[src/inc/anr_pkg.sv]
// constants and types for the auto-negotiation register group
package anr_pkg;

  // management register addresses
  localparam logic [4:0]  ADDR_ADVERT    = 5'h04;
  localparam logic [4:0]  ADDR_PARTNER   = 5'h05;
  localparam logic [4:0]  ADDR_EXPANSION = 5'h06;
  localparam logic [4:0]  ADDR_NEXT_PAGE = 5'h07;

  // reset values
  localparam logic [15:0] RST_ADVERT     = 16'h01E1;
  localparam logic [15:0] RST_PARTNER    = 16'h0000;
  localparam logic [15:0] RST_EXPANSION  = 16'h0004;
  localparam logic [15:0] RST_NEXT_PAGE  = 16'h2001;
  localparam logic [15:0] RD_UNMAPPED    = 16'h0000;

  // advertisement field positions
  localparam int ADV_NP      = 15;
  localparam int ADV_RF      = 13;
  localparam int ADV_ASYM    = 11;
  localparam int ADV_PAUSE   = 10;
  localparam int ADV_T4      = 9;
  localparam int ADV_TX_FD   = 8;
  localparam int ADV_10_FD   = 6;
  localparam int ADV_10_HD   = 5;

  // writable bits: 15, 13, 11, 10, 8..0
  localparam logic [15:0] ADV_WMASK      = 16'hADFF;
  // speed/duplex ability bits 8..5
  localparam logic [15:0] ADV_SPEED_MASK = 16'h01E0;
  // partner bits kept: all but reserved bit 12
  localparam logic [15:0] PARTNER_MASK   = 16'hEFFF;
  // next page writable: 15, 13, 12, 10..0
  localparam logic [15:0] NP_WMASK       = 16'hB7FF;

  // expansion field positions
  localparam int EXP_PD_FAULT = 4;
  localparam int EXP_LP_NP    = 3;
  localparam int EXP_LOC_NP   = 2;
  localparam int EXP_PAGE_RX  = 1;
  localparam int EXP_LP_AN    = 0;
  localparam int EXP_RSVD_W   = 11;

  // management frame layout
  localparam logic [5:0]  PRE_LEN   = 6'h20;
  localparam logic [3:0]  ADDR_LAST = 4'h9;
  localparam logic [3:0]  DATA_LAST = 4'hF;
  localparam logic [1:0]  OP_READ   = 2'b10;
  localparam logic [1:0]  OP_WRITE  = 2'b01;

  // management frame states
  typedef enum logic [2:0] {
    ST_IDLE  = 3'b000,
    ST_START = 3'b001,
    ST_OP    = 3'b010,
    ST_ADDR  = 3'b011,
    ST_TA1   = 3'b100,
    ST_TA2   = 3'b101,
    ST_DATA  = 3'b110
  } anr_state_t;

endpackage

[src/logic/anr_regs.sv]
// auto-negotiation register group behind a serial management slave
//
// How it works
// advert bit 15 is a writable next-page request flag, reset zero
// host must never set advert remote-fault bit 13; it resets zero
// advert bits 11 and 10 are writable pause abilities, reset zero
// advert bit 9, four-pair ability, is read-only and always zero
// advert bits 8..6 writable, reset one, strap-loaded in basic pin mode
// advert bit 5 writable, reset one, strap-loaded in both pin modes
// in forced speed/duplex mode the four ability bits have no effect
// advert selector bits 4..0 writable, reset to 00001
// partner register is read-only, captures received base page, resets zero
// partner bit 15 shows partner next-page request
// partner bit 14 shows partner acknowledge of our code word
// partner bit 13 shows partner remote-fault advertisement
// partner bits 11, 10 show partner pause abilities; bit 12 reads zero
// partner bits 9..5 show partner speed/duplex abilities
// partner bits 4..0 hold received selector, zero after reset
// expansion resets to 0004h with bits 15..5 reading zero
// expansion bit 4 set by hardware on parallel detection fault
// expansion bit 3 shows partner next-page ability, read-only
// expansion bit 2 reads one, local next-page ability
// expansion bit 1 set by hardware when a new page arrives
// expansion bit 0 shows partner auto-negotiation ability, read-only
// next-page transmit register at address 7, reset 2001h
// advert register at address 4, reset 01E1h
// host sends full 32-bit preamble once after reset or bad frame
// host leaves 500 ns gap and one idle-high clock edge between frames
// expansion bits 4 and 1 latch until read or reset
module anr_regs
  import anr_pkg::*;
#(
  parameter logic [4:0] PHY_ADDR = 5'h00
)(
  // clock and reset
  input  wire logic        sys_clk_i,
  input  wire logic        rstn_i,
  // management pins
  input  wire logic        mdc_i,
  input  wire logic        mdio_i,
  output logic             mdio_o,
  output logic             mdio_oe_o,
  // strap pins, sampled at reset release
  input  wire logic        basic_mode_i,
  input  wire logic [3:0]  strap_adv_i,
  // negotiation side
  input  wire logic        force_mode_i,
  input  wire logic        lp_page_valid_i,
  input  wire logic [15:0] lp_page_i,
  input  wire logic        lp_an_able_i,
  input  wire logic        lp_np_able_i,
  input  wire logic        pd_fault_i,
  output logic [15:0]      advert_o,
  output logic [15:0]      next_page_o
);

  ////////////////////////////////////////////////////////////////////////////
  // pin synchronisation

  logic [6:0]  pin_s;
  logic        mdc_s;
  logic        mdio_s;
  logic        basic_s;
  logic [3:0]  strap_s;
  logic        mdc_d;
  logic        mdc_rise;

  anr_sync2 #(
    .WIDTH (7)
  ) u_sync (
    .clk_i (sys_clk_i),
    .d_i   ({mdc_i, mdio_i, basic_mode_i, strap_adv_i}),
    .q_o   (pin_s)
  );

  // split synchronised pins
  assign mdc_s   = pin_s[6];
  assign mdio_s  = pin_s[5];
  assign basic_s = pin_s[4];
  assign strap_s = pin_s[3:0];

  // management clock edge finder
  always_ff @(posedge sys_clk_i) begin
    if (!rstn_i) begin
      mdc_d <= 1'b1;
    end else begin
      mdc_d <= mdc_s;
    end
  end

  assign mdc_rise = mdc_s & ~mdc_d;

  ////////////////////////////////////////////////////////////////////////////
  // management frame engine

  anr_state_t  state;
  logic [3:0]  bit_cnt;
  logic [5:0]  ones_cnt;
  logic        pre_ok;
  logic        op_hi;
  logic        is_read;
  logic [9:0]  addr_sh;
  logic [15:0] shreg;
  logic        phy_hit;
  logic [4:0]  reg_addr;
  logic        rd_load;
  logic        wr_en;
  logic [15:0] wdata;
  logic [15:0] rd_mux;

  assign phy_hit  = (addr_sh[9:5] == PHY_ADDR);
  assign reg_addr = addr_sh[4:0];

  // read data is fetched as the first turnaround bit passes
  assign rd_load = mdc_rise && (state == ST_TA1) && is_read && phy_hit;

  // write commits on the last data bit
  assign wr_en = mdc_rise && (state == ST_DATA) && (bit_cnt == DATA_LAST) &&
                 !is_read && phy_hit;
  assign wdata = {shreg[14:0], mdio_s};

  // frame sequencing and preamble tracking
  always_ff @(posedge sys_clk_i) begin
    if (!rstn_i) begin
      state    <= ST_IDLE;
      bit_cnt  <= 4'h0;
      ones_cnt <= 6'h00;
      pre_ok   <= 1'b0;
      op_hi    <= 1'b0;
      is_read  <= 1'b0;
      addr_sh  <= 10'h000;
    end else if (mdc_rise) begin
      case (state)
        ST_IDLE: begin
          if (mdio_s) begin
            if (ones_cnt != PRE_LEN) begin
              ones_cnt <= ones_cnt + 6'h01;
            end else begin
              pre_ok <= 1'b1;
            end
          end else if (pre_ok || ones_cnt == PRE_LEN) begin
            state    <= ST_START;
            pre_ok   <= 1'b1;  // later frames may skip the preamble, see
            ones_cnt <= 6'h00;
          end else begin
            ones_cnt <= 6'h00;
          end
        end
        ST_START: begin
          state   <= mdio_s ? ST_OP : ST_IDLE;
          bit_cnt <= 4'h0;
        end
        ST_OP: begin
          if (bit_cnt == 4'h0) begin
            op_hi   <= mdio_s;
            bit_cnt <= 4'h1;
          end else if ({op_hi, mdio_s} == OP_READ || {op_hi, mdio_s} == OP_WRITE) begin
            is_read <= ({op_hi, mdio_s} == OP_READ);
            state   <= ST_ADDR;
            bit_cnt <= 4'h0;
          end else begin
            pre_ok <= 1'b0;
            state  <= ST_IDLE;
          end
        end
        ST_ADDR: begin
          addr_sh <= {addr_sh[8:0], mdio_s};
          bit_cnt <= bit_cnt + 4'h1;
          if (bit_cnt == ADDR_LAST) begin
            state <= ST_TA1;
          end
        end
        ST_TA1: begin
          if (!is_read && !mdio_s) begin
            pre_ok <= 1'b0;
            state  <= ST_IDLE;
          end else begin
            state <= ST_TA2;
          end
        end
        ST_TA2: begin
          bit_cnt <= 4'h0;
          if (!is_read && mdio_s) begin
            pre_ok <= 1'b0;
            state  <= ST_IDLE;
          end else begin
            state <= ST_DATA;
          end
        end
        ST_DATA: begin
          bit_cnt <= bit_cnt + 4'h1;
          if (bit_cnt == DATA_LAST) begin
            state <= ST_IDLE;  // idle-high edge expected next, see
          end
        end
        default: begin
          state <= ST_IDLE;
        end
      endcase
    end
  end

  // data shifter and pin drive
  always_ff @(posedge sys_clk_i) begin
    if (!rstn_i) begin
      shreg     <= 16'h0000;
      mdio_o    <= 1'b0;
      mdio_oe_o <= 1'b0;
    end else if (mdc_rise) begin
      if (rd_load) begin
        shreg     <= rd_mux;
        mdio_oe_o <= 1'b1;  // drive the second turnaround bit low
        mdio_o    <= 1'b0;
      end else if (state == ST_TA2 && is_read) begin
        mdio_o <= shreg[15];
        shreg  <= {shreg[14:0], 1'b0};
      end else if (state == ST_DATA) begin
        if (is_read) begin
          mdio_o <= shreg[15];
          shreg  <= {shreg[14:0], 1'b0};
        end else begin
          shreg <= wdata;
        end
        if (bit_cnt == DATA_LAST) begin
          mdio_oe_o <= 1'b0;
          mdio_o    <= 1'b0;
        end
      end
    end
  end

  ////////////////////////////////////////////////////////////////////////////
  // register file

  logic        strap_done;
  logic [15:0] advert;
  logic [15:0] partner;
  logic [15:0] next_page;
  logic        pd_fault;
  logic        page_rx;
  logic        lp_np;
  logic        lp_an;
  logic        exp_rd;

  assign exp_rd = rd_load && (reg_addr == ADDR_EXPANSION);

  // read multiplexer
  always_comb begin
    case (reg_addr)
      ADDR_ADVERT:    rd_mux = advert;
      ADDR_PARTNER:   rd_mux = partner;
      ADDR_EXPANSION: rd_mux = {{EXP_RSVD_W{1'b0}}, pd_fault, lp_np, 1'b1,
                                page_rx, lp_an};
      ADDR_NEXT_PAGE: rd_mux = next_page;
      default:        rd_mux = RD_UNMAPPED;
    endcase
  end

  // strap capture happens in the first cycle after reset release
  always_ff @(posedge sys_clk_i) begin
    if (!rstn_i) begin
      strap_done <= 1'b0;
    end else begin
      strap_done <= 1'b1;
    end
  end

  // local advertisement word
  always_ff @(posedge sys_clk_i) begin
    if (!rstn_i) begin
      advert <= RST_ADVERT;
    end else if (!strap_done) begin
      if (basic_s) begin
        advert[ADV_TX_FD:ADV_10_FD] <= strap_s[3:1];
      end
      advert[ADV_10_HD] <= strap_s[0];
    end else if (wr_en && reg_addr == ADDR_ADVERT) begin
      advert <= wdata & ADV_WMASK;  // bits 14, 12, 9 stay zero, see
    end
  end

  // effective advertisement toward the arbitration logic
  always_ff @(posedge sys_clk_i) begin
    if (!rstn_i) begin
      advert_o <= RST_ADVERT;
    end else if (force_mode_i) begin
      advert_o <= advert & ~ADV_SPEED_MASK;
    end else begin
      advert_o <= advert;
    end
  end

  // partner base page capture
  always_ff @(posedge sys_clk_i) begin
    if (!rstn_i) begin
      partner <= RST_PARTNER;
    end else if (lp_page_valid_i) begin
      // np, ack, rf, pause, abilities, selector as received
      partner <= lp_page_i & PARTNER_MASK;
    end
  end

  // expansion status: sticky pd_fault and page_rx, set wins over read clear; lp_np and lp_an follow their inputs
  always_ff @(posedge sys_clk_i) begin
    if (!rstn_i) begin
      pd_fault <= RST_EXPANSION[EXP_PD_FAULT];
      page_rx  <= RST_EXPANSION[EXP_PAGE_RX];
      lp_np    <= RST_EXPANSION[EXP_LP_NP];
      lp_an    <= RST_EXPANSION[EXP_LP_AN];
    end else begin
      pd_fault <= pd_fault_i | (pd_fault & ~exp_rd);
      page_rx  <= lp_page_valid_i | (page_rx & ~exp_rd);
      lp_np    <= lp_np_able_i;
      lp_an    <= lp_an_able_i;
    end
  end

  // next-page transmit word
  always_ff @(posedge sys_clk_i) begin
    if (!rstn_i) begin
      next_page   <= RST_NEXT_PAGE;
      next_page_o <= RST_NEXT_PAGE;
    end else begin
      if (wr_en && reg_addr == ADDR_NEXT_PAGE) begin
        next_page <= wdata & NP_WMASK;
      end
      next_page_o <= next_page;
    end
  end

endmodule

[src/logic/anr_sync2.sv]
// two-flop synchroniser for pin inputs
module anr_sync2 #(
  parameter int WIDTH = 1
)(
  // clock
  input  wire logic             clk_i,
  // asynchronous in, synchronous out
  input  wire logic [WIDTH-1:0] d_i,
  output logic      [WIDTH-1:0] q_o
);

  logic [WIDTH-1:0] meta;

  // first stage is read by the second stage only
  always_ff @(posedge clk_i) begin
    meta <= d_i;
    q_o  <= meta;
  end

endmodule

[config.mk]
export PLATFORM = sky130hd
export DESIGN_NAME = anr_regs
export DESIGN_NICKNAME = d
export VERILOG_FILES = /design/src/inc/anr_pkg.sv /design/src/logic/anr_regs.sv /design/src/logic/anr_sync2.sv
export SDC_FILE = /design/constraint.sdc
export NUM_CORES = 1
export LEC_CHECK = 0
export BUFFER_PORTS_ARGS = -buffer_cell sky130_fd_sc_hd__buf_4
export CAP_MARGIN = 20
export CORE_MARGIN = 2
export CORE_UTILIZATION = 60
export CTS_CLUSTER_SIZE = 16
export DETAILED_ROUTE_END_ITERATION = 8
export PLACE_DENSITY = 0.81
export SYNTH_ARGS = -nofsm -noshare
export SYNTH_HDL_FRONTEND = slang
export SYNTH_HIERARCHICAL = 1
export SYNTH_SLANG_ARGS = --single-unit
[constraint.sdc]
create_clock -name sys_clk_i -period 4.45 [get_ports sys_clk_i]
set_clock_uncertainty 0.1 [all_clocks]
set_input_delay 0.2225 -clock sys_clk_i [delete_from_list [all_inputs] [get_ports sys_clk_i]]
set_output_delay 0.2225 -clock sys_clk_i [all_outputs]
set_load 0.1 [all_outputs]
# [Yosys cells after proc, flatten, opt, wreduce, memory -nomap -nowiden]
# Cells that the tools add are included.
[totals] ff_bits=136 out_inout_bits=34 wordCells=148
[op_classes] n_addsub=2 eq_ne=30 muxes=42 bitwise=8 reduce_logical=41
[op_table] operator="case mux 16 bit (4 select lines)" n=1
[op_table] operator="2-to-1 mux 16 bit" n=3
[op_table] operator="2-to-1 mux 3 bit" n=8
[op_table] operator="case mux 3 bit (7 select lines)" n=1
[op_table] operator="equality test 5 x 3 -> 1 bit, second input constant" n=4
[op_table] operator="2-to-1 mux 1 bit" n=18
[op_table] operator="2-to-1 mux 9 bit" n=2
[op_table] operator="inequality test 2 bit, second input constant" n=8
[op_table] operator="logical AND 1 bit" n=13
[op_table] operator="2-to-1 mux 4 bit" n=3
[op_table] operator="2-to-1 mux 6 bit" n=2
[op_table] operator="case mux 4 bit (3 select lines)" n=1
[op_table] operator="AND reduction 3 bit" n=4
[op_table] operator="equality test 3 bit, second input constant" n=3
[op_table] operator="equality test 4 bit, second input constant" n=2
[op_table] operator="AND reduction 2 bit" n=4
[op_table] operator="AND reduction 4 bit" n=2
[op_table] operator="AND reduction 8 bit" n=1
[op_table] operator="nonzero test 4 bit" n=2
[op_table] operator="adder 6 x 1 -> 6 bit, second input constant" n=1
[op_table] operator="equality test 3 x 2 -> 1 bit, second input constant" n=2
[op_table] operator="equality test 6 bit, second input constant" n=1
[op_table] operator="inequality test 2 x 1 -> 1 bit, second input constant" n=3
[op_table] operator="inequality test 3 bit, second input constant" n=2
[op_table] operator="20 further kinds" n=32

# [Longest topological paths before layout]
# Gate-level depths: netlist of run 1.
[logic_depth] depth_word=9 depth_mapped=7 ltp_nobuf=6

# [Cells and area by module]
# Netlist of run 1, hierarchy kept.
[modules_own_cells] module="anr_regs" instances=1 cells_per_inst=567 area_per_inst_um2=5400.2 seq_area_each_um2=2382.3
[modules_own_cells] module="anr_sync2" instances=1 cells_per_inst=14 area_per_inst_um2=280.3 seq_area_each_um2=280.3

# [Worst setup path before layout of run 1]
# OpenSTA, ideal clock, no wires.
[synth_timing] kind="register to register" from="register addr_sh[6]" to="register shreg[10]" arrival_time_ns=1.801 slack_ns=2.406 path_stages_with_launch=7 path_buffers=2 synth_period_minus_slack_ns=2.044 cell_sequence="dfxtp_1 or4_4 or4_4 buf_6 buf_6 a21oi_2 a211oi_2"
[synth_via] elab_chain_cells=4 elab_cells_between_ends=5 classes_between="mux (1); reduce/logical (4)"
[synth_rtl] item="from (decl)" line_no="anr_regs.sv:102" source="logic [9:0] addr_sh;"
[synth_rtl] item="from (signal assigned)" line_no="anr_regs.sv:167" source="addr_sh <= {addr_sh[8:0], mdio_s};"
[synth_rtl] item="logical NOT 5 bit (*)" line_no="anr_regs.sv:111" source="assign phy_hit = (addr_sh[9:5] == PHY_ADDR);"
[synth_rtl] item="logical AND 1 bit (*)" line_no="anr_regs.sv:115" source="assign rd_load = mdc_rise && (state == ST_TA1) && is_read && phy_hit;"
[synth_rtl] item="nonzero test 3 bit (no line)"
[synth_rtl] item="AND reduction 2 bit (no line)"
[synth_rtl] item="to (signal assigned)" line_no="anr_regs.sv:211" source="shreg <= rd_mux;"
[synth_rtl] item="to (signal assigned)" line_no="anr_regs.sv:216" source="shreg <= {shreg[14:0], 1'b0};"
[synth_rtl] item="to (signal assigned)" line_no="anr_regs.sv:220" source="shreg <= {shreg[14:0], 1'b0};"
[synth_rtl] item="to (decl)" line_no="anr_regs.sv:103" source="logic [15:0] shreg;"
# Every way passes the cells marked *; elsewhere a longest branch is shown, timed or not.
# A chain may end at the register's enable or synchronous reset.

# [Worst setup path after layout of run 1]
[layout_timing] from="register addr_sh[1]" to="register advert[10]"
[layout_via] elab_chain_cells=3
[layout_rtl] item="equality test 5 x 3 -> 1 bit" line_no="anr_regs.sv:277" source="end else if (wr_en && reg_addr == ADDR_ADVERT) begin"
[layout_rtl] item="logical AND 1 bit" line_no="anr_regs.sv:277"
[layout_rtl] item="AND reduction 2 bit (no line)"
[layout_rtl] item="to (signal, indexed assignment)" line_no="anr_regs.sv:274" source="advert[ADV_TX_FD:ADV_10_FD] <= strap_s[3:1];"
[layout_rtl] item="to (signal, indexed assignment)" line_no="anr_regs.sv:276" source="advert[ADV_10_HD] <= strap_s[0];"
[layout_rtl] item="to (signal assigned)" line_no="anr_regs.sv:278" source="advert <= wdata & ADV_WMASK;"
[layout_rtl] item="to (decl)" line_no="anr_regs.sv:236" source="logic [15:0] advert;"
# No other way between the ends.

==> run metrics, run 1 <==
I/O pin count=64; Place WS=around 1.8 ns; Worst Path Arrival=approximately 3.1 ns; final setup fails=0; Util after Layout=0.7507; syn avg cell area=9.777 µm²; Reg power frac=0.460; f_max=0.3562 GHz; share of layout cells above drive strength 1=0.2039; Power Density=388.4 mW/mm²; Worst Hold End=page_rx; Cell Chain, Critical Path=buf_4 -> nor2_1 -> nand3_1 -> o31ai_1 -> o21ai_0; routability congestion estimate=around 0.82; clock latency on the worst-skew pair=0.52 ns; CTS Buf Count=17; Yosys top cell by area=dfxtp_1; GR peak layer=met2; Worst IR Drop VDD=0.2624 mV; Hold Path Class=in2reg; die width=101.3 µm; Vias per Instance=5.956; Crit Path Category=reg2reg; Hold Startpoint=lp_page_valid_i; sw frac=0.2362; outcome=completed; Total GRT Usage=0.2750; first drt pass iteration count=5; dominant cell by count in the synthesized netlist=dfxtp_1; Data required, critical path=4.73 ns; Die Ht=roughly 100 µm; fin crit share=0.6309; Port Buffer Count=57; Setup WS post-layout=between 1.5 and 2 ns; Global Route met2 Usage=0.4427; worst-case clock buffer depth=2; combinational share of power=0.059; fin nets=686; largest net degree at the start of global routing=66; Routed wire per std cell=17.36 µm; RR Endpoint=advert[10]; final wirelength=13420 µm; RSZ-0062 raised after global routing=false; NetSw=around 0.63 mW; DRT antenna net count=0; Async SR Flop Fraction=0; Synth top area share=0.4687; CTS root buf=clkbuf_8; Int Pwr=2.048 mW; Clock Power Share=0.481; CP Launch Type=register; htree depth=4; Synth Register Bits=~130; Top FF cell, synth=dfxtp_1; CTS tree=done; Synth Cell Area=between 0.005 and 0.006 mm²; DR iter-0 viols=between 300 and 400; detailed placement HPWL=8234 µm; normalized max-slew margin=0.5005; Leak=~3 nW; Vias=4604; FF-to-FF setup slack=1.64 ns; grt met1 use=0.3522; Final Instance Count excl. Fillers=773; Yosys cell types=64; Syn. warnings=6; Design Power=2.682 mW; post-CTS setup buffers=0; GRT overflow=0; number of flops mapped to enable cells by yosys=0; Final Max Slew Viols=0; Crit Path Max Fanout=11; DRC=0; diodes inserted=0; Post-Place Cells=between 700 and 800; TritonCTS Sinks=133; final hold violation count=0; largest cells by area after synthesis=dfxtp_1 (47%), mux2i_1 (9.9%), nor2_1 (2.8%), nand2_1 (2.8%), inv_1 (2.2%); Initial Util=0.6177; MaxCap Viol Count=0; top cells by count, synth=dfxtp_1 (133), mux2i_1 (56), nor2_1 (43), nand2_1 (42), inv_1 (33); vias in the first global route=4552; min Tclk post-route=2.807 ns; initial antenna violation count=0; GR met3 Demand/Resource=0.07108; start of the worst register-to-register path=addr_sh[1]; Tightest Pin Transition=0.7482 ns; Setup TNS Final=0 ns; CP endpoint kind=register; Std-Cell Rows=35; CP peak stage delay=between 0.5 and 0.6 ns; clock transition at the registers of the reported paths=0.06 ns; CP max-delay cell=nor2_1; area of the die=0.01026 mm²; Cells after Synth=between 500 and 600; sequential area share after synthesis=0.4687; first-pass GRT wire length=21980 µm; Layout Area Growth over Synthesis=21.54%; core footprint=0.009196 mm²; cells on worst reg2reg path=5; Hold Path Depth=3
-- final cells by class --
cell class,count,area [µm²]
fill,603,2292
inverter,33,123.9
sequential,133,2663
tap,111,138.9
timing repair buffer,90,740.7
clock inverter,10,100.1
clock buffer,21,449.2
multi-input combinational,375,2689
-- per-layer routing --
layer	vias up	share of wire
met5	-	0
met4	0	0.024
met3	39	0.068
met2	211	0.48
met1	2171	0.43
li1	2183	-
-- flip-flops by register name, indices dropped and copies added (netlist names), 3 cells and up --
signal	cells
u_sync/q_o	7
addr_sh	10
state	3
advert	13
bit_cnt	4
shreg	16
ones_cnt	6
partner	15
advert_o	13
next_page	14
u_sync/meta	7
next_page_o	14
-- metrics by stage --
step | hold slack, ns | cell area, µm²
2_1_floorplan | 0.1502 | 5695
6_report | 0.01931 | 6904
3_3_place_gp | 0.2115 | 6087
4_1_cts | 0.01791 | 6897
5_1_grt | 0.02989 | 6904
3_5_place_dp | 0.2121 | 6087
-- how the worst max path moves through the flow --
stage | cells past startpoint | end | from
final | 5 | advert[10] | addr_sh[1]
after global routing | 5 | advert[10] | addr_sh[1]
after CTS | 5 | advert[10] | addr_sh[1]
after detailed placement | 4 | shreg[1] | state[2]
after global placement | 4 | shreg[9] | state[2]
after floorplan | 6 | shreg[10] | addr_sh[6]
-- cell usage in the layout, fill, tap and decap left out, drive strengths merged, types with 11 or more instances in the layout --
master and count:
nor2 43, nand2 42, a21oi 28, dfxtp 133, inv 35, buf 64
nor3 15, and2 11, o21ai 22, dlygate4sd3 26, o31ai 12, mux2i 56
clkbuf 21
-- critical path: cells and delay by family, from the launching register on --
kind	cells	cell delay, ns
compound gates	2	0.65
buf+inv	1	0.29
flops	1	0.48
simple gates	2	1.13
-- power by group through the flow --
stage / clock (mW) / sequential [mW] / combinational, mW
finish: 1.29 / 1.23 / 0.159
global route: 1.35 / 1.24 / 0.170
CTS: 1.29 / 1.23 / 0.158
detailed placement: 0 / 1.26 / 0.139
global placement: 0 / 1.26 / 0.137
floorplan: 0 / 1.28 / 0.0788
-- cells by family (layout without fill, tap and decap cells) --
| logic type | after synthesis | in the layout | share of synthesized area |
|---|---|---|---|
| other | 1 | 5 | 0.0006602 |
| buffers and inverters | 77 | 154 | 0.06057 |
| and+or+nand+nor | 178 | 178 | 0.1720 |
| xor gates and xnor gates | 5 | 5 | 0.007709 |
| AOI/OAI and AO/OA | 112 | 112 | 0.1447 |
| muxes | 69 | 69 | 0.1324 |
| DFF | 133 | 133 | 0.4687 |
| adders and majority gates | 6 | 6 | 0.01322 |
-- what timing repair did --
item                       4_1_cts  5_1_grt
resized for setup                0        0
hold buffers                    26        0
setup endpoints to repair        0        0
hold endpoints to repair        29        0
(Power assumes the default switching activity.)
==> run 2, diff against run 1 <==
Settings changed: CORE_UTILIZATION 60 to 52, PLACE_DENSITY 0.81 to 0.75.
Clock period 4.45 ns to 2.4 ns, I/O delays scaled along.
==> run 2 against run 1 <==
  * Wire length is 1.2% higher
  * Non-clock buffer count is 33 higher
  * Clock power is 91% higher
  * Critical path type unchanged
  * Combinational power is 110% higher
  * Critical endpoint is now pd_fault
  * Worst hold slack better by 0.11 ns
  * Utilization is 7.5 points lower
  * Largest power group unchanged
  * Global-route usage is 3.5 points lower
==> run metrics, run 2 (synthesis gave the netlist of run 1 again) <==
outcome=completed; Total GRT Usage=0.2397; Std-Cell Rows=38; Final Instance Count excl. Fillers=835; Layout Area Growth over Synthesis=27.89%; worst hold slack=about 0.13 ns; sw frac=0.2333; f_max=0.4270 GHz; Initial Util=0.5286; diodes inserted=0; first-pass GRT wire length=21850 µm; DRC=0; Place WS=roughly 0.15 ns; Crit Path Category=reg2reg; Leak=3.076 nW; most frequent cells in the layout=dfxtp_1 (133), buf_4 (78), mux2i_1 (56); routability congestion estimate=0.8372; CP endpoint kind=register; largest net degree at the start of global routing=43; Vias per Instance=5.666; Crit Path Max Fanout=28; Routed wire per std cell=16.27 µm; final instance area=0.007264 mm²; CP peak stage delay=0.73 ns; FILL cells=838; Port Buffer Count=57; initial antenna violation count=0; RSZ-0062 raised after global routing=false; final setup fails=0; Reg power frac=0.448; Cell Chain, Critical Path=or4_4 -> or4_4 -> o31ai_1 -> a21oi_1; Setup WS post-layout=0.05781 ns; fin crit share=0.9759; CP Launch Type=register; CP max-delay cell=or4_4; Placed Area=0.006256 mm²; clock latency on the worst-skew pair=0.54 ns; GRT overflow=0; most common cell after layout, fill and taps aside=dfxtp_1; die width=108.5 µm; I/O pin count=64; TritonCTS Sinks=133; area of the die=roughly 0.012 mm²; Design Power=5.096 mW; DR iter-0 viols=about 320; Worst IR Drop VDD=0.5830 mV; vias in the first global route=4510; fin nets=719; DRT antenna net count=0; detailed placement HPWL=8848 µm; Die Ht=108.5 µm; NetSw=1.189 mW; min Tclk post-route=2.342 ns; Setup TNS Final=0 ns; Util after Layout=0.6761; Top reg by flops=shreg; Post-Place Cells=760; final wirelength=13590 µm; htree depth=4; combinational share of power=0.067; first drt pass iteration count=5; Int Pwr=3.907 mW; Power Density=between 700 and 800 mW/mm²; Top Registers=shreg x16, partner x15; worst-case clock buffer depth=2; Worst Path Arrival=2.66 ns; Hold Path Class=in2reg; clock transition at the registers of the reported paths=roughly 0.060 ns; Data required, critical path=2.72 ns; MaxCap Viol Count=0; CTS Buf Count=17; Clock Power Share=0.485; CTS tree=done; Final Max Slew Viols=0; CTS root buf=clkbuf_8; core footprint=0.01075 mm²; crit-path most repeated cell=or4_4; Vias=about 4.7k; share of layout cells above drive strength 1=0.2173; normalized max-slew margin=0.5550; post-CTS setup buffers=0; Tightest Pin Transition=0.6619 ns; final hold violation count=0; max reg flops=16
run 2: worst max-delay path: cells and delay by family, from the launching register on:
kind             cells  cell delay (ns)
AO/OA/AOI/OAI        2             0.47
AND/OR/NAND/NOR      2             1.32
flip-flops           1             0.33
run 2: power groups by stage:
| stage | sequential (mW) | clock [mW] | combinational, mW |
|---|---|---|---|
| 2_1_floorplan | 2.37 | 0 | 0.146 |
| 3_3_place_gp | 2.33 | 0 | 0.264 |
| 3_5_place_dp | 2.33 | 0 | 0.272 |
| 4_1_cts | 2.28 | 2.49 | 0.338 |
| 5_1_grt | 2.29 | 2.59 | 0.363 |
| 6_report | 2.29 | 2.47 | 0.341 |
run 2: repair_timing:
action	4_1_cts	5_1_grt
resized for setup	0	1
hold endpoints to repair	55	0
setup endpoints to repair	0	1
hold buffers	44	0
run 2: worst paths after layout:
kind	from	end	slack, ns	cells past startpoint
worst max register to register	addr_sh[6]	pd_fault	0.06	4
worst max-delay path	addr_sh[6]	pd_fault	0.06	4
worst min register to register	u_sync/meta[2]	u_sync/q_o[2]	0.23	0
worst min-delay path	strap_adv_i[0]	u_sync/meta[0]	0.13	2
run 2: layout make-up:
| type | count | area, µm² | share of cell area |
|---|---|---|---|
| multi-input cells | 375 | 2694 | 0.3708 |
| clock inverters | 11 | 127.6 | 0.01757 |
| inverters | 33 | 123.9 | 0.01705 |
| well taps | 140 | 175.2 | 0.02411 |
| clock buffers | 20 | 435.4 | 0.05994 |
| flip-flops and latches | 133 | 2663 | 0.3665 |
| repair buffers | 123 | 1046 | 0.1440 |
run 2: layer usage:
layer / up-vias / GRT usage / wire (µm)
met4: 0 / 0.08242 / 203
met2: 163 / 0.3848 / 6503
li1: 2254 / - / -
met3: 24 / 0.07052 / 852
met1: 2290 / 0.3078 / 6028
met5: - / 0 / 0
